### src/hdl/cdb_decoder_consts.vh
`ifndef CDB_DECODER_CONSTS_VH
`define CDB_DECODER_CONSTS_VH

// ----------------------------------------
// Register word addresses
// ----------------------------------------
`define REG_CTRL        4'h0
`define REG_CDB0        4'h1
`define REG_CDB1        4'h2
`define REG_CDB2        4'h3
`define REG_STATUS      4'h4
`define REG_LBA         4'h5
`define REG_XFER        4'h6
`define REG_AVAIL       4'h7
`define REG_RESULT      4'h8
`define REG_SENT        4'h9

// ----------------------------------------
// Control register fields
// ----------------------------------------
`define CTRL_GO_BIT     0
`define CTRL_IDENT_BIT  1
`define CTRL_LINKOK_BIT 2
`define CTRL_FAIL_BIT   3
`define CTRL_LENKIND_LO 4
`define CTRL_LENKIND_HI 5
`define CTRL_STEP_BIT   6
`define CTRL_RESET      8'h00

// ----------------------------------------
// Length field kinds
// ----------------------------------------
`define LEN_TRANSFER    2'h0
`define LEN_PARAM       2'h1
`define LEN_ALLOC       2'h2

// ----------------------------------------
// Group codes and block lengths
// ----------------------------------------
`define GROUP_SIX       3'h0
`define GROUP_TEN_A     3'h1
`define GROUP_TEN_B     3'h2
`define GROUP_TWELVE    3'h5
`define LEN_SIX         4'h6
`define LEN_TEN         4'ha
`define LEN_TWELVE      4'hc

// ----------------------------------------
// Outcome codes
// ----------------------------------------
`define OUT_NONE        3'h0
`define OUT_COMPLETE    3'h1
`define OUT_LINKED      3'h2
`define OUT_LINKED_FLAG 3'h3
`define OUT_CHECK       3'h4

`endif

### src/hdl/byte_counter.v
`timescale 1ns/1ps

// Counts bytes or blocks up from zero to a loaded limit
module byte_counter (
	// Clock and reset
	input  wire        core_clk,
	input  wire        rst_b,
	// Control
	input  wire        load,
	input  wire [31:0] limit,
	input  wire        step,
	// State
	output wire        done,
	output wire [31:0] sent
);
	reg [31:0] limitFf;
	reg [31:0] sentFf;

	// Load clears the count; step advances until the limit
	always @(posedge core_clk) begin
		if (!rst_b) begin
			limitFf <= 32'h0;
			sentFf  <= 32'h0;
		end else if (load) begin
			limitFf <= limit;
			sentFf  <= 32'h0;
		end else if (step && !done) begin
			sentFf  <= sentFf + 32'h1;
		end
	end
	assign done = (sentFf == limitFf);
	assign sent = sentFf;
endmodule

### src/hdl/cdb_field_decoder.v
`timescale 1ns/1ps
`include "cdb_decoder_consts.vh"

module cdb_field_decoder (
	// Clock and reset
	input  wire        core_clk,
	input  wire        rst_b,
	// Avalon-MM slave
	input  wire [3:0]  avs_address,
	input  wire        avs_read,
	input  wire        avs_write,
	input  wire [31:0] avs_writedata,
	input  wire [3:0]  avs_byteenable,
	output reg  [31:0] avs_readdata,
	output wire        avs_waitrequest,
	// Medium and phase outputs
	output reg         mediumWriteEn,
	output reg         cmdPhase,
	output reg         dataInActive
);
	// ----------------------------------------
	// State machine codes
	// ----------------------------------------
	localparam [4:0] ST_IDLE   = 5'b00001;
	localparam [4:0] ST_DECODE = 5'b00010;
	localparam [4:0] ST_XFER   = 5'b00100;
	localparam [4:0] ST_STATUS = 5'b01000;
	localparam [4:0] ST_MSG    = 5'b10000;

	// Status and sense codes reported in the result register
	localparam [3:0] STS_GOOD  = 4'h0;
	localparam [3:0] STS_CHECK = 4'h1;
	localparam [3:0] STS_INTER = 4'h4;
	localparam [3:0] SENSE_ILLEGAL = 4'h5;

	// ----------------------------------------
	// Registers
	// ----------------------------------------
	reg [7:0]  ctrlFf;
	reg [31:0] cdb0Ff;
	reg [31:0] cdb1Ff;
	reg [31:0] cdb2Ff;
	reg [31:0] availFf;
	reg [4:0]  stateFf;
	reg [4:0]  nxt_state;
	reg [31:0] lbaFf;
	reg [31:0] xferFf;
	reg [3:0]  statusCodeFf;
	reg [3:0]  senseKeyFf;
	reg [2:0]  outcomeFf;
	reg [2:0]  lunFf;
	reg        busyFf;
	reg        waitFf;

	// Decoded bytes of the command block, byte 0 first
	wire [7:0] cdbByte [0:11];
	assign cdbByte[0]  = cdb0Ff[31:24];
	assign cdbByte[1]  = cdb0Ff[23:16];
	assign cdbByte[2]  = cdb0Ff[15:8];
	assign cdbByte[3]  = cdb0Ff[7:0];
	assign cdbByte[4]  = cdb1Ff[31:24];
	assign cdbByte[5]  = cdb1Ff[23:16];
	assign cdbByte[6]  = cdb1Ff[15:8];
	assign cdbByte[7]  = cdb1Ff[7:0];
	assign cdbByte[8]  = cdb2Ff[31:24];
	assign cdbByte[9]  = cdb2Ff[23:16];
	assign cdbByte[10] = cdb2Ff[15:8];
	assign cdbByte[11] = cdb2Ff[7:0];

	// ----------------------------------------
	// Field split of opcode and control byte
	// ----------------------------------------
	wire [2:0] groupCode;
	wire [4:0] cmdCode;
	wire [3:0] blockLen;
	wire       validGroup;
	wire       flagBit;
	wire       linkBit;
	wire [7:0] ctrlByte;

	// Control byte is the last byte of the block
	assign ctrlByte = (blockLen == `LEN_SIX) ? cdbByte[5] :
	                  (blockLen == `LEN_TEN) ? cdbByte[9] : cdbByte[11];

	cdb_field_split uSplit (
		.opCode     (cdbByte[0]),
		.ctrlByte   (ctrlByte),
		.groupCode  (groupCode),
		.cmdCode    (cmdCode),
		.blockLen   (blockLen),
		.validGroup (validGroup),
		.flagBit    (flagBit),
		.linkBit    (linkBit),
		.vendorBits ()
	);

	// ----------------------------------------
	// Address and length assembly
	// ----------------------------------------
	wire        isSix;
	wire [31:0] lbaNext;
	wire [31:0] lenRaw;
	wire [31:0] lenEff;
	wire [1:0]  lenKind;

	assign isSix   = (blockLen == `LEN_SIX);
	assign lenKind = ctrlFf[`CTRL_LENKIND_HI:`CTRL_LENKIND_LO];

	// Address MSB first; 21 bits in six-byte blocks
	assign lbaNext = isSix ? {11'h0, cdbByte[1][4:0], cdbByte[2], cdbByte[3]}
	               : {cdbByte[2], cdbByte[3], cdbByte[4], cdbByte[5]};

	// Length field position depends on block size, MSB first
	assign lenRaw = isSix ? {24'h0, cdbByte[4]} :
	                (blockLen == `LEN_TEN) ? {16'h0, cdbByte[7], cdbByte[8]}
	                : {cdbByte[6], cdbByte[7], cdbByte[8], cdbByte[9]};

	// One-byte transfer length zero means 256 blocks
	assign lenEff = (isSix && lenKind == `LEN_TRANSFER && lenRaw == 32'h0) ? 32'h100
	              : lenRaw;

	// ----------------------------------------
	// Data counter, limited by available data for allocation lengths
	// ----------------------------------------
	wire [31:0] limitNext;
	wire        cntDone;
	wire [31:0] cntSent;
	wire        cntLoad;
	wire        cntStep;

	// Allocation length caps what is returned; the length being decoded is
	// used, as xferFf only takes it at the same edge as the counter load
	assign limitNext = (lenKind == `LEN_ALLOC && availFf < lenEff) ? availFf : lenEff;
	// Counter loads as the sequencer enters the transfer state
	assign cntLoad   = stateFf[2] == 1'b0 && nxt_state == ST_XFER;
	// One unit per cycle while transferring with stepping on
	assign cntStep   = stateFf[2] && ctrlFf[`CTRL_STEP_BIT];

	byte_counter uCount (
		.core_clk (core_clk),
		.rst_b    (rst_b),
		.load     (cntLoad),
		.limit    (limitNext),
		.step     (cntStep),
		.done     (cntDone),
		.sent     (cntSent)
	);

	// ----------------------------------------
	// Command check
	// ----------------------------------------
	wire badCtrl;
	wire badCmd;

	// Flag without link is illegal; link or flag illegal without link support
	assign badCtrl = (flagBit && !linkBit)
	              || (!ctrlFf[`CTRL_LINKOK_BIT] && (flagBit || linkBit));
	assign badCmd  = badCtrl || !validGroup;

	// ----------------------------------------
	// Next state
	// ----------------------------------------
	always @* begin
		nxt_state = stateFf;
		case (stateFf)
			ST_IDLE:   if (busyFf) nxt_state = ST_DECODE;
			ST_DECODE: nxt_state = badCmd ? ST_STATUS : ST_XFER;
			ST_XFER:   if (cntDone) nxt_state = ST_STATUS;
			ST_STATUS: nxt_state = ST_MSG;
			ST_MSG:    nxt_state = ST_IDLE;
			default:   nxt_state = ST_IDLE;
		endcase
	end

	// ----------------------------------------
	// Sequencer and results
	// ----------------------------------------
	always @(posedge core_clk) begin
		if (!rst_b) begin
			stateFf       <= ST_IDLE;
			lbaFf         <= 32'h0;
			xferFf        <= 32'h0;
			statusCodeFf  <= STS_GOOD;
			senseKeyFf    <= 4'h0;
			outcomeFf     <= `OUT_NONE;
			lunFf         <= 3'h0;
			mediumWriteEn <= 1'b0;
			cmdPhase      <= 1'b1;
			dataInActive  <= 1'b0;
		end else begin
			stateFf <= nxt_state;
			case (stateFf)
				ST_DECODE: begin
					cmdPhase <= 1'b0;
					lbaFf    <= lbaNext;
					xferFf   <= lenEff;
					// Unit from block only when no identify was seen
					lunFf    <= ctrlFf[`CTRL_IDENT_BIT] ? lunFf : cdbByte[1][7:5];
					if (badCmd) begin
						statusCodeFf <= STS_CHECK;
						senseKeyFf   <= SENSE_ILLEGAL;
						outcomeFf    <= `OUT_CHECK;
					end else begin
						senseKeyFf   <= 4'h0;
						// Medium touched only by valid commands
						mediumWriteEn <= (lenKind != `LEN_ALLOC) && (lenEff != 32'h0);
						// Data-in only when something is to be returned
						dataInActive  <= (lenKind == `LEN_ALLOC) && (limitNext != 32'h0);
					end
				end
				ST_XFER: begin
					if (cntDone) begin
						mediumWriteEn <= 1'b0;
						dataInActive  <= 1'b0;
					end
				end
				ST_STATUS: begin
					mediumWriteEn <= 1'b0;
					dataInActive  <= 1'b0;
					if (outcomeFf != `OUT_CHECK) begin
						// Forced failure overrides the link outcome
						if (ctrlFf[`CTRL_FAIL_BIT]) begin
							statusCodeFf <= STS_CHECK;
							outcomeFf    <= `OUT_CHECK;
						end else if (linkBit) begin
							statusCodeFf <= STS_INTER;
							outcomeFf    <= flagBit ? `OUT_LINKED_FLAG : `OUT_LINKED;
						end else begin
							statusCodeFf <= STS_GOOD;
							outcomeFf    <= `OUT_COMPLETE;
						end
					end
				end
				ST_MSG: begin
					// Linked success or plain end both return to command phase
					cmdPhase <= 1'b1;
				end
				ST_IDLE: begin
					if (busyFf) begin
						outcomeFf    <= `OUT_NONE;
						statusCodeFf <= STS_GOOD;
					end
				end
				default: begin
					cmdPhase <= 1'b1;
				end
			endcase
		end
	end

	// ----------------------------------------
	// Avalon-MM register access
	// ----------------------------------------
	wire accessGo;
	wire goWrite;

	// Master must hold the request through the wait state
	// One wait cycle on every access
	assign avs_waitrequest = (avs_read || avs_write) && !waitFf;
	assign accessGo        = (avs_read || avs_write) && waitFf;
	assign goWrite         = accessGo && avs_write && avs_address == `REG_CTRL
	                       && avs_byteenable[0] && avs_writedata[`CTRL_GO_BIT];

	// Busy set by go, cleared when the message step ends
	always @(posedge core_clk) begin
		if (!rst_b) begin
			waitFf <= 1'b0;
			busyFf <= 1'b0;
		end else begin
			waitFf <= (avs_read || avs_write) && !waitFf;
			if (goWrite && stateFf == ST_IDLE)
				busyFf <= 1'b1;
			else if (stateFf == ST_MSG)
				busyFf <= 1'b0;
		end
	end

	// Register writes, byte lane 0 honoured for the control register only
	always @(posedge core_clk) begin
		if (!rst_b) begin
			ctrlFf  <= `CTRL_RESET;
			cdb0Ff  <= 32'h0;
			cdb1Ff  <= 32'h0;
			cdb2Ff  <= 32'h0;
			availFf <= 32'h0;
		end else if (accessGo && avs_write) begin
			case (avs_address)
				`REG_CTRL:  if (avs_byteenable[0]) ctrlFf <= {avs_writedata[7:1], 1'b0};
				`REG_CDB0:  cdb0Ff  <= avs_writedata;
				`REG_CDB1:  cdb1Ff  <= avs_writedata;
				`REG_CDB2:  cdb2Ff  <= avs_writedata;
				`REG_AVAIL: availFf <= avs_writedata;
				default:    ctrlFf  <= ctrlFf;
			endcase
		end
	end

	// Read data captured at the end of the wait cycle, so it stands
	// at the accepting edge and holds until the next read
	always @(posedge core_clk) begin
		if (!rst_b) begin
			avs_readdata <= 32'h0;
		end else if (avs_read && avs_waitrequest) begin
			case (avs_address)
				`REG_CTRL:   avs_readdata <= {24'h0, ctrlFf};
				`REG_CDB0:   avs_readdata <= cdb0Ff;
				`REG_CDB1:   avs_readdata <= cdb1Ff;
				`REG_CDB2:   avs_readdata <= cdb2Ff;
				`REG_STATUS: avs_readdata <= {15'h0, cmdCode, groupCode, blockLen, validGroup, stateFf[4:2],
				                              busyFf};
				`REG_LBA:    avs_readdata <= lbaFf;
				`REG_XFER:   avs_readdata <= xferFf;
				`REG_AVAIL:  avs_readdata <= availFf;
				`REG_RESULT: avs_readdata <= {17'h0, lunFf, senseKeyFf, statusCodeFf, 1'b0, outcomeFf};
				`REG_SENT:   avs_readdata <= cntSent;
				default:     avs_readdata <= 32'h0;
			endcase
		end
	end
endmodule

### src/hdl/cdb_field_split.v
`timescale 1ns/1ps

// Splits the operation code and control byte of a command block
module cdb_field_split (
	// Operation code and control byte
	input  wire [7:0] opCode,
	input  wire [7:0] ctrlByte,
	// Decoded fields
	output wire [2:0] groupCode,
	output wire [4:0] cmdCode,
	output reg  [3:0] blockLen,
	output wire       validGroup,
	output wire       flagBit,
	output wire       linkBit,
	output wire [1:0] vendorBits
);
	// Group in upper three bits, command in lower five
	assign groupCode  = opCode[7:5];
	assign cmdCode    = opCode[4:0];

	// Control byte layout
	assign flagBit    = ctrlByte[1];
	assign linkBit    = ctrlByte[0];
	assign vendorBits = ctrlByte[7:6];

	// Block length from group; zero for reserved and vendor groups
	always @* begin
		case (groupCode)
			`GROUP_SIX:    blockLen = `LEN_SIX;
			`GROUP_TEN_A:  blockLen = `LEN_TEN;
			`GROUP_TEN_B:  blockLen = `LEN_TEN;
			`GROUP_TWELVE: blockLen = `LEN_TWELVE;
			default:       blockLen = 4'h0;
		endcase
	end
	assign validGroup = (blockLen != 4'h0);
endmodule

### config.mk
export PLATFORM = sky130hd
export DESIGN_NAME = cdb_field_decoder
export DESIGN_NICKNAME = d
export VERILOG_FILES = /design/src/hdl/byte_counter.v /design/src/hdl/cdb_field_decoder.v /design/src/hdl/cdb_field_split.v
export VERILOG_INCLUDE_DIRS = /design/src /design/src/hdl
export SDC_FILE = /design/constraint.sdc
export NUM_CORES = 1
export LEC_CHECK = 0
export BUFFER_PORTS_ARGS = -buffer_cell sky130_fd_sc_hd__buf_2
export CORE_MARGIN = 2
export CORE_UTILIZATION = 25
export CTS_CLUSTER_DIAMETER = 200
export DETAILED_ROUTE_END_ITERATION = 8
export MAX_ROUTING_LAYER = met4
export PLACE_DENSITY = 0.41
export SLEW_MARGIN = 40
export SYNTH_ARGS = -nofsm -noshare
export SYNTH_HDL_FRONTEND = slang
export SYNTH_SLANG_ARGS = --single-unit
### constraint.sdc
create_clock -name core_clk -period 3.5 [get_ports core_clk]
set_input_delay 0.35 -clock core_clk [delete_from_list [all_inputs] [get_ports core_clk]]
set_output_delay 0.35 -clock core_clk [all_outputs]
set_load 0.005 [all_outputs]
==> flow_metrics.env, run 1 <==
export IMPL_yosys_area_top_type="dfxtp_1"
export IMPL_r2r_end="uCount.limitFf[29]$_SDFFE_PN0P_"
export IMPL_synth_most_common_cell="nand2_1"
export IMPL_htreeDepth=2
export IMPL_p_int_mw=6.14
export IMPL_grtUsageTotal=0.250
export IMPL_synth_edf_count=0
export IMPL_rsz0062_at_grt="yes"
export IMPL_yosys_area_share_simple=0.229
export IMPL_hold_slack_ps=65.7
export IMPL_layout_drive_gt1_share=0.185
export IMPL_nets=2064
export IMPL_io_buffers=76
export IMPL_initial_utilization=0.254
export IMPL_clock_sinks=312
export IMPL_drt_wl_total_mm=75.1
export IMPL_num_rows=88
export IMPL_required_ps=3950
export IMPL_rr_worst_depth=16
export IMPL_worst_slack_ps=-76.7
export IMPL_crit_path_start_kind="flip-flop"
export IMPL_io_pins=80
export IMPL_cap_violations=0
export IMPL_yosys_cell_types_count=57
export IMPL_synth_warnings=0
export IMPL_final_setup_viol_count=29
export IMPL_path_clk_slew_ps=60
export IMPL_clockBufferDepth=3
export IMPL_die_x_um=246
export IMPL_die_area_mm2=0.0607
export IMPL_p_clk_frac=0.517
export IMPL_path_class="reg -> reg"
export IMPL_crit_path_end="uCount.limitFf[29]$_SDFFE_PN0P_"
export IMPL_tightest_slew_ps=857
export IMPL_syn2layout_area_growth_pct=26.2
export IMPL_powerDensity_mw_per_mm2=436
export IMPL_holdBufCountCts=0
export IMPL_cts_buffers=38
export IMPL_hold_class="in -> reg"
export IMPL_dp_hpwl_mm=53.4
export IMPL_worst_setup_path_end_kind="flip-flop"
export IMPL_power_switching_mw=1.93
export IMPL_vdd_drop_max_v=0.000315
export IMPL_grt_pass1_wl_mm=107
export IMPL_viasPerCell=5.50
export IMPL_core_area_mm2=0.0579
export IMPL_synth_area_per_cell_um2=7.96
export IMPL_yosys_area_share_adder=0.0273
export IMPL_place_congestion=0.964
export IMPL_synth_seq_area_share=0.425
export IMPL_detail_route_iter0_violations=1842
export IMPL_p_comb_frac=0.040
export IMPL_grt_max_degree=146
export IMPL_cp_max_fo=6
export IMPL_fin_crit_sh=1.02
export IMPL_overflow=0
export IMPL_die_h_um=246
export IMPL_vias=15300
export IMPL_hold_violations=0
export IMPL_clock_skew_ps=9.25
export IMPL_pwr_share_seq=0.442
export IMPL_synth_area_leaders="dfxtp_1, nand2_1, a21oi_1"
export IMPL_max_freq_ghz=0.280
export IMPL_rr_startpoint="cdb0Ff[29]$_SDFFE_PN0P_"
export IMPL_synth_seq_cells=312
export IMPL_fin_crit_ps=3580
export IMPL_syn_inst=1844
export IMPL_synth_top_cell_area_share=0.425
export IMPL_synth_top_family_by_area="simple AND/OR/NAND/NOR gates"
export IMPL_slew_headroom=0.429
export IMPL_slew_viol_final=0
export IMPL_cp_startpoint="cdb0Ff[29]$_SDFFE_PN0P_"
export IMPL_wl_per_cell_um=27.0
export IMPL_ys_top_cells_by_count="nand2_1, dfxtp_1, a21oi_1"
export IMPL_synthXorXnorAreaFrac=0.0370
export IMPL_dominantRegCellSynth="dfxtp_1"
export IMPL_p_sw_frac=0.239
export IMPL_synthArstFlopShare=0
export IMPL_fin_util=0.320
export IMPL_postRouteAntennaNets=0
export IMPL_status="finished, violations left"
export IMPL_synth_compound_area_frac=0.221
export IMPL_ff2ff_setup_slack_ps=-80
export IMPL_clockRootBuffer="clkbuf_16"
export IMPL_synthesis_nets=1920
export IMPL_antenna_found_initial=0
export IMPL_violations="negative setup slack"
export IMPL_p_leak_nw=6.44
export IMPL_drc_errors=0
export IMPL_firstDrtPassIters=7
export IMPL_clock_latency_ps=560
export IMPL_cts_tree="built"
export IMPL_arrival_ps=4020
export IMPL_grt_pass1_vias=14300
export IMPL_mappedNetlistArea_mm2=0.0147
export IMPL_synthMuxAreaShare=0.0152
area by class of cell:
cell class	instances	area [um^2]
clock buffers	54	1110
well taps	765	957
diodes	1	2.50
repair buffers	258	1900
fillers	6214	39400
flip-flops and latches	312	6250
inverters	17	75.1
clock inverters	12	171
multi-input cells	1361	8060
sequential cells by signal, summed over array words and instances (netlist names), 2 cells and up:
register and flops:
uCount.sent 32, xferFf 32, lunFf 3, cdb0Ff 32
cdb1Ff 32, outcomeFf 2, ctrlFf 7, availFf 32
lbaFf 32, stateFf 5, avs_readdata 32, uCount.limitFf 32
cdb2Ff 32
kinds of logic (layout without fill, tap and decap cells):
group | after synthesis | after routing
adders and majority gates | 32 | 32
DFF | 312 | 312
other | 0 | 1
buffers and inverters | 171 | 341
and+or+nand+nor | 756 | 756
xor gates and xnor gates | 62 | 62
AOI/OAI and AO/OA | 489 | 489
muxes | 22 | 22
per-stage QoR:
stage	instance area (um^2)	power [mW]	worst slack [ps]	std cells	TNS, ps
5_1_grt	18500	8.29	-239	2779	-6490
2_1_floorplan	14700	3.79	5.11	1844	0
4_1_cts	18300	8.14	-40.5	2768	-488
3_3_place_gp	16700	3.96	-311	2692	-8550
6_report	18500	8.07	-76.7	2780	-1270
3_5_place_dp	16700	3.96	-347	2692	-9880
cells in the final DEF, fill, tap and decap left out, types with 14 or more instances in the layout:
| master | Yosys | layout |
|---|---|---|
| nand2_1 | 401 | 401 |
| dfxtp_1 | 312 | 309 |
| a21oi_1 | 220 | 220 |
| buf_4 | 1 | 162 |
| nor2_1 | 130 | 124 |
| buf_2 | 11 | 76 |
| a22oi_1 | 69 | 69 |
| nand3_1 | 48 | 47 |
| nand4_1 | 43 | 43 |
| clkbuf_16 | 0 | 41 |
| xnor2_1 | 38 | 37 |
| ha_1 | 32 | 31 |
| and3_1 | 28 | 27 |
| a31oi_1 | 27 | 26 |
| nor3_1 | 31 | 23 |
| xor2_1 | 24 | 23 |
| a222oi_1 | 21 | 21 |
| a311oi_1 | 22 | 21 |
| mux2i_1 | 20 | 20 |
| a221o_1 | 18 | 18 |
| nor4_1 | 18 | 18 |
| o21ai_0 | 17 | 17 |
| a22o_1 | 16 | 16 |
| a221oi_1 | 14 | 14 |
power by group through the flow:
stage	Clock (mW)	Sequential [mW]	Combinational [mW]
3_5_place_dp	0	3.65	0.310
3_3_place_gp	0	3.65	0.308
4_1_cts	4.25	3.57	0.315
5_1_grt	4.38	3.57	0.339
6_report	4.18	3.57	0.324
2_1_floorplan	0	3.64	0.144
critical path, cell delays in order (launching register included):
cell	delay, ps
dfxtp_4	370
buf_4	160
nor4b_2	260
a221o_1	190
inv_1	60
nand4_1	120
nor3_2	70
a222oi_1	400
ha_2	250
nand4_1	150
a31oi_4	260
nor3_2	70
a311oi_2	360
nor4_4	100
buf_4	180
clkbuf_16	160
a221o_1	280
metal layers:
layer  part of all wire  track usage  wire length [um]  vias to the layer above
li1                   -            -                 -                     6914
met1               0.44        0.336             33000                     7543
met2               0.44        0.376             33000                      708
met3              0.075       0.0366              5670                      135
met4              0.045        0.102              3370                        0
met5                  0            -                 0                        -
how the worst min path moves through the flow:
stage	startpoint	to	slack, ps	depth (start not counted)
6_report	avs_writedata[21]	cdb2Ff[21]$_SDFFE_PN0P_	70	3
5_1_grt	avs_writedata[28]	cdb1Ff[28]$_SDFFE_PN0P_	80	3
4_1_cts	avs_writedata[21]	cdb2Ff[21]$_SDFFE_PN0P_	50	3
3_5_place_dp	lbaFf[25]$_SDFFE_PN0N_	lbaFf[25]$_SDFFE_PN0N_	440	2
3_3_place_gp	lbaFf[25]$_SDFFE_PN0N_	lbaFf[25]$_SDFFE_PN0N_	440	2
2_1_floorplan	lbaFf[31]$_SDFFE_PN0N_	lbaFf[31]$_SDFFE_PN0N_	430	2
timing repair:
| action | in CTS | in global routing |
|---|---|---|
| endpoints found under the hold margin | 0 | 0 |
| setup buffers | 9 | 7 |
| pin swaps | 1 | 9 |
| endpoints found under the setup margin | 33 | 33 |
| gates resized for setup | 26 | 37 |
| cloned | 1 | 3 |
Note: power is estimated with default switching activity, not from simulation.
==> run 2, diff against run 1 <==
Settings changed: CELL_PAD_IN_SITES_DETAIL_PLACEMENT set to 0, CELL_PAD_IN_SITES_GLOBAL_PLACEMENT set to 1, PLACE_DENSITY 0.41 to 0.49.
Clock period 3.5 ns to 3.9 ns, I/O delays scaled along.
==> run 2 against run 1 <==
The flow now finishes without violations. Fmax decreased by 6.9%. Worst setup slack gained 130 ps. Total power fell by 11%. Die area stayed put. Critical endpoint is now uCount.limitFf[19]$_SDFFE_PN0P_. Largest cell class unchanged.
==> flow_metrics.env, run 2 (synthesis gave the netlist of run 1 again) <==
export IMPL_status="finished, final reports clean"
export IMPL_firstDrtPassIters=9
export IMPL_tightest_slew_ps=894
export IMPL_die_h_um=246
export IMPL_crit_buf_inv=5
export IMPL_crit_family="compound AO/OA/AOI/OAI gates"
export IMPL_io_buffers=76
export IMPL_syn2layout_area_growth_pct=22.4
export IMPL_min_path_cells=3
export IMPL_clock_sinks=312
export IMPL_placed_cell_area_mm2=0.0165
export IMPL_worst_setup_path_end_kind="flip-flop"
export IMPL_p_leak_nw=6.12
export IMPL_htreeDepth=2
export IMPL_arrival_ps=4290
export IMPL_path_clk_slew_ps=60
export IMPL_fin_crit_sh=0.985
export IMPL_slew_headroom=0.404
export IMPL_max_freq_ghz=0.260
export IMPL_nets=2008
export IMPL_final_cell_mix="nand2_1, dfxtp_1, a21oi_1, nor2_1, buf_4"
export IMPL_dp_hpwl_mm=53.6
export IMPL_antenna_found_initial=1
export IMPL_grt_max_degree=113
export IMPL_crit_chain="xor2_1, buf_6, a221o_1, inv_2, nand4_1, nor3_2, a222oi_1, buf_4, ha_1, nand4_1, a31oi_4, a2111oi_4, a311oi_2, nor4_4, buf_6, buf_12, nor3_1, a221o_1"
export IMPL_cts_buffers=39
export IMPL_clockBufferDepth=3
export IMPL_clock_skew_ps=17.4
export IMPL_dp_cells=2645
export IMPL_vias=14900
export IMPL_die_x_um=246
export IMPL_overflow=0
export IMPL_total_power_mw=7.18
export IMPL_die_area_mm2=0.0607
export IMPL_fin_crit_ps=3840
export IMPL_core_area_mm2=0.0579
export IMPL_grtUsageTotal=0.253
export IMPL_grt_pass1_vias=13900
export IMPL_cts_tree="built"
export IMPL_clockRootBuffer="clkbuf_16"
export IMPL_required_ps=4350
export IMPL_initial_utilization=0.254
export IMPL_fin_area_mm2=0.0180
export IMPL_slew_viol_final=0
export IMPL_min_delay_start="avs_writedata[14]"
export IMPL_io_pins=80
export IMPL_hold_end="cdb2Ff[14]$_SDFFE_PN0P_"
export IMPL_r2r_end="uCount.limitFf[19]$_SDFFE_PN0P_"
export IMPL_detail_route_iter0_violations=1505
export IMPL_final_setup_viol_count=0
export IMPL_grt_pass1_wl_mm=107
export IMPL_powerDensity_mw_per_mm2=399
export IMPL_rr_startpoint="cdb0Ff[29]$_SDFFE_PN0P_"
export IMPL_postRouteAntennaNets=0
export IMPL_cap_violations=0
export IMPL_clock_latency_ps=580
export IMPL_crit_path_start_kind="flip-flop"
export IMPL_drt_wl_total_mm=76.3
export IMPL_path_class="reg -> reg"
export IMPL_layout_drive_gt1_share=0.152
export IMPL_ff2ff_setup_slack_ps=60
export IMPL_slowest_stage="nor4_4"
export IMPL_cp_max_fo=10
export IMPL_cpPeakStageDelay_ps=400
export IMPL_final_common_cell="nand2_1"
export IMPL_hold_violations=0
export IMPL_wl_per_cell_um=28.0
export IMPL_hold_class="in -> reg"
export IMPL_viasPerCell=5.46
export IMPL_hold_slack_ps=94.9
export IMPL_drc_errors=0
export IMPL_rr_worst_depth=18
export IMPL_antenna_cells=0
export IMPL_num_rows=88
export IMPL_fin_tns_setup_ps=0
export IMPL_vdd_drop_max_v=0.000258
export IMPL_place_congestion=0.901
export IMPL_final_cells=2726
export IMPL_holdBufCountCts=0
run 2: cell count changes in the layout (fill, tap and decap cells not counted), sizes merged:
cell	before	now
bufinv	4	1
buf	255	198
clkinvlp	4	1
a21o	7	8
inv	17	20
diode	1	0
clkinv	4	3
clkbuf	57	64
run 2: where the power goes:
| group | switching [mW] | total [mW] | leakage, nW | internal (mW) |
|---|---|---|---|---|
| combinational | 0.222 | 0.288 | 2.98 | 0.0664 |
| sequential | 0.0134 | 3.21 | 2.51 | 3.19 |
| clock | 1.52 | 3.68 | 0.625 | 2.16 |
run 2: what timing repair did:
action,CTS,global route
pin swaps,1,11
gates resized for setup,1,30
endpoints found under the setup margin,13,33
cloned,0,4
buffers inserted,0,7
run 2: stage by stage:
step / setup slack, ps / util
after floorplan: 149 / -
after global placement: -73.3 / 0.284
after detailed placement: 6.04 / 0.284
after CTS: 43.5 / 0.306
after global routing: -55.2 / 0.310
final: 57.7 / 0.310
run 2: worst max path at each step:
stage          cells after the start                               to  slack [ps]                     from
3_5_place_dp                      13  uCount.limitFf[27]$_SDFFE_PN0P_           6  cdb0Ff[30]$_SDFFE_PN0P_
5_1_grt                           18   uCount.limitFf[9]$_SDFFE_PN0P_         -60  cdb0Ff[31]$_SDFFE_PN0P_
2_1_floorplan                     15  uCount.limitFf[14]$_SDFFE_PN0P_         150  cdb0Ff[29]$_SDFFE_PN0P_
6_report                          18  uCount.limitFf[19]$_SDFFE_PN0P_          60  cdb0Ff[29]$_SDFFE_PN0P_
3_3_place_gp                      13        dataInActive$_SDFFE_PN0P_         -70  cdb0Ff[30]$_SDFFE_PN0P_
4_1_cts                           16   uCount.limitFf[9]$_SDFFE_PN0P_          40  cdb0Ff[31]$_SDFFE_PN0P_
run 2: layout make-up:
type | instances | area (um^2)
multi-input cells | 1362 | 7940
inverters | 17 | 71.3
clock inverters | 8 | 78.8
repair buffers | 200 | 1490
fillers | 6344 | 39900
flip-flops and latches | 312 | 6250
well taps | 765 | 957
clock buffers | 62 | 1190
run 2: per-layer routing:
| layer | GRT usage | share of wire |
|---|---|---|
| met1 | 0.345 | 0.46 |
| met2 | 0.385 | 0.45 |
| met3 | 0.0355 | 0.064 |
| met4 | 0.0811 | 0.034 |
| met5 | - | 0 |
run 2: worst reg2reg max path: cells and delay by family (launching register included):
family | cells | cell delay [ps]
simple gates | 5 | 970
fa+ha+maj | 1 | 180
xor+xnor | 1 | 170
buf+inv | 5 | 740
flops | 1 | 370
compound gates | 6 | 1310
==> run 3, diff against run 2 <==
Settings changed: ABC_AREA set to 1, CORE_ASPECT_RATIO set to 0.5, GPL_ROUTABILITY_DRIVEN set to 0, PLACE_DENSITY 0.49 to 0.5.
==> run 3 against run 2 <==
Count of clock-buffer cells in the layout decreased by 10. Synthesized area increased by 2.8%. Total power increased by 2.0%. Utilization decreased by 0.15 points. Combinational power increased by 32%. Critical path depth increased by 2.
==> flow_metrics.env, run 3 <==
export IMPL_synth_warnings=0
export IMPL_path_clk_slew_ps=60
export IMPL_power_switching_mw=1.82
export IMPL_die_x_um=351
export IMPL_detail_route_iter0_violations=1575
export IMPL_yosys_area_share_simple=0.188
export IMPL_vdd_drop_max_v=0.000299
export IMPL_io_buffers=76
export IMPL_dominantRegCellSynth="dfxtp_1"
export IMPL_rr_startpoint="cdb0Ff[29]$_SDFFE_PN0P_"
export IMPL_clock_skew_ps=28.1
export IMPL_drt_wl_total_mm=75.3
export IMPL_cts_buffers=35
export IMPL_cp_max_fo=16
export IMPL_rr_worst_depth=20
export IMPL_clock_sinks=312
export IMPL_core_area_mm2=0.0594
export IMPL_final_common_cell="nand2_1"
export IMPL_antenna_found_initial=9
export IMPL_postRouteAntennaNets=0
export IMPL_synth_edf_count=0
export IMPL_slowest_stage="dfxtp_2"
export IMPL_arrival_ps=4010
export IMPL_slew_headroom=0.375
export IMPL_mappedNetlistArea_mm2=0.0151
export IMPL_powerDensity_mw_per_mm2=399
export IMPL_fin_crit_ps=3580
export IMPL_overflow=0
export IMPL_syn2layout_area_growth_pct=21.7
export IMPL_crit_buf_inv=4
export IMPL_slew_viol_final=0
export IMPL_crit_top_cell="nand2_1"
export IMPL_layout_drive_gt1_share=0.132
export IMPL_hold_violations=0
export IMPL_grtUsageTotal=0.245
export IMPL_viasPerCell=5.01
export IMPL_num_fill_cells=6584
export IMPL_holdBufCountCts=0
export IMPL_tightest_slew_ps=928
export IMPL_p_clk_frac=0.510
export IMPL_cts_tree="built"
export IMPL_die_h_um=178
export IMPL_io_pins=80
export IMPL_worst_setup_path_end_kind="flip-flop"
export IMPL_vias=15500
export IMPL_p_int_mw=5.50
export IMPL_clockBufferDepth=3
export IMPL_grt_pass1_wl_mm=106
export IMPL_required_ps=4330
export IMPL_r2r_end="dataInActive$_SDFFE_PN0P_"
export IMPL_nets=2337
export IMPL_initial_utilization=0.254
export IMPL_wl_per_cell_um=24.3
export IMPL_hold_slack_ps=126
export IMPL_pwr_share_seq=0.439
export IMPL_min_path_cells=3
export IMPL_ff2ff_setup_slack_ps=320
export IMPL_synthArstFlopShare=0
export IMPL_drc_errors=0
export IMPL_synth_seq_cells=312
export IMPL_htreeDepth=2
export IMPL_synth_most_common_cell="nand2_1"
export IMPL_clockRootBuffer="clkbuf_16"
export IMPL_synthXorXnorAreaFrac=0.0128
export IMPL_cpPeakStageDelay_ps=380
export IMPL_p_leak_nw=6.91
export IMPL_status="finished, final reports clean"
export IMPL_synth_compound_area_frac=0.259
export IMPL_synth_seq_area_share=0.414
export IMPL_synthMuxAreaShare=0
export IMPL_final_cell_mix="nand2_1, a21oi_1, dfxtp_1, inv_1, o21ai_0"
export IMPL_path_class="reg -> reg"
export IMPL_syn_inst=2134
export IMPL_total_power_mw=7.32
export IMPL_grt_max_degree=69
export IMPL_synthesis_nets=2210
export IMPL_firstDrtPassIters=5
export IMPL_clock_latency_ps=560
export IMPL_ys_top_cells_by_count="nand2_1, a21oi_1, dfxtp_1"
export IMPL_yosys_area_top_type="dfxtp_1"
export IMPL_rsz0062_at_grt="no"
export IMPL_crit_chain="nand2_2, nand2_4, buf_4, nand2_1, ha_1, a21oi_1, buf_4, nand3_1, nor4_2, buf_4, nand2_4, buf_12, o21ai_1, nand2_1, nor2_1, nand2_1, nor2_1, nand2_1, nand2_1, a21oi_1"
export IMPL_crit_path_start_kind="flip-flop"
export IMPL_max_freq_ghz=0.279
export IMPL_yosys_area_share_adder=0.0265
export IMPL_cts_setup_buffers=0
export IMPL_die_area_mm2=0.0625
export IMPL_synth_top_cell_area_share=0.414
export IMPL_fin_crit_sh=0.918
export IMPL_synth_top_family_by_area="compound AO/OA/AOI/OAI gates"
export IMPL_yosys_cell_types_count=42
export IMPL_synth_area_per_cell_um2=7.07
export IMPL_p_comb_frac=0.052
export IMPL_synth_area_leaders="dfxtp_1, nand2_1, a21oi_1"
export IMPL_hold_class="in -> reg"
export IMPL_num_rows=63
export IMPL_p_sw_frac=0.248
export IMPL_hold_end="waitFf$_SDFF_PN0_"
export IMPL_cap_violations=0
export IMPL_min_delay_start="avs_write"
export IMPL_final_setup_viol_count=0
export IMPL_crit_family="simple AND/OR/NAND/NOR gates"
export IMPL_dp_hpwl_mm=57.1
export IMPL_grt_pass1_vias=14100
[run 3: changes by cell type after synthesis, moves of 25 or more]
cell      change
inv_1       +241
o21ai_0     +213
a21oi_1      +96
a22oi_1      -69
o22ai_1      +62
nor2_1       -42
nand3_1      +35
xnor2_1      -34
clkbuf_1     -33
and3_1       -28
a31oi_1      -25
[run 3: stage by stage]
step | worst slack (ps) | util | cell area, um^2 | cells | TNS [ps]
after CTS | 13.8 | 0.308 | 18300 | 3097 | 0
after global placement | -49.5 | 0.287 | 17000 | 3035 | -49.5
after floorplan | 336 | - | 15100 | 2134 | 0
final | 321 | 0.309 | 18400 | 3102 | 0
after detailed placement | -86.3 | 0.287 | 17000 | 3035 | -86.3
after global routing | 20.1 | 0.309 | 18400 | 3102 | 0
[run 3: worst register-to-register path, cell delays in order (launching register included)]
cell and delay (ps):
dfxtp_2 380, nand2_2 80, nand2_4 140, buf_4 240
nand2_1 180, ha_1 350, a21oi_1 150, buf_4 150
nand3_1 200, nor4_2 320, buf_4 250, nand2_4 90
buf_12 150, o21ai_1 230, nand2_1 80, nor2_1 100
nand2_1 70, nor2_1 80, nand2_1 90, nand2_1 70
a21oi_1 50
[run 3: per-layer routing]
layer / wire length, um / track usage / vias up
met2: 28300 / 0.313 / 508
li1: - / - / 7521
met5: 0 / - / -
met3: 6960 / 0.0639 / 83
met1: 38800 / 0.373 / 7414
met4: 1280 / 0.0481 / 0
[run 3: area by class of cell]
type                       instances  area [um^2]  share of cell area
timing repair buffer             210         1430              0.0779
sequential                       312         6250               0.340
clock inverter                    10          171             0.00934
multi-input combinational       1436         7390               0.402
clock buffer                      52         1090              0.0594
tap                              812         1020              0.0553
inverter                         265         1000              0.0545
timing repair inverter             1         5.00            0.000273
antenna                            4         10.0            0.000545
[run 3: kinds of logic (layout without fill, tap and decap cells)]
group / count (synthesis) / count (layout)
compound gates: 705 / 705
simple gates: 677 / 677
buf+inv: 386 / 538
flops: 312 / 312
fa+ha+maj: 32 / 32
xor+xnor: 22 / 22
other cells: 0 / 4
[run 3: power by group through the flow]
stage,sequential [mW],clock [mW],combinational [mW]
after global placement,3.28,0,0.369
after detailed placement,3.28,0,0.367
final,3.21,3.73,0.380
after global routing,3.21,3.92,0.403
after floorplan,3.28,0,0.184
after CTS,3.21,3.80,0.369
[run 3: how the worst max path moves through the flow]
stage / cells past startpoint / startpoint / to / slack (ps)
2_1_floorplan: 24 / cdb0Ff[29]$_SDFFE_PN0P_ / dataInActive$_SDFFE_PN0P_ / 340
3_3_place_gp: 24 / cdb0Ff[29]$_SDFFE_PN0P_ / dataInActive$_SDFFE_PN0P_ / -50
3_5_place_dp: 26 / cdb0Ff[29]$_SDFFE_PN0P_ / dataInActive$_SDFFE_PN0P_ / -90
4_1_cts: 25 / cdb0Ff[29]$_SDFFE_PN0P_ / dataInActive$_SDFFE_PN0P_ / 10
5_1_grt: 25 / cdb0Ff[29]$_SDFFE_PN0P_ / dataInActive$_SDFFE_PN0P_ / 20
6_report: 20 / cdb0Ff[29]$_SDFFE_PN0P_ / dataInActive$_SDFFE_PN0P_ / 320
[run 3: what timing repair did]
item	4_1_cts	5_1_grt
pin swaps	0	0
setup endpoints to repair	1	12
gates cloned	0	1
gates resized for setup	3	10
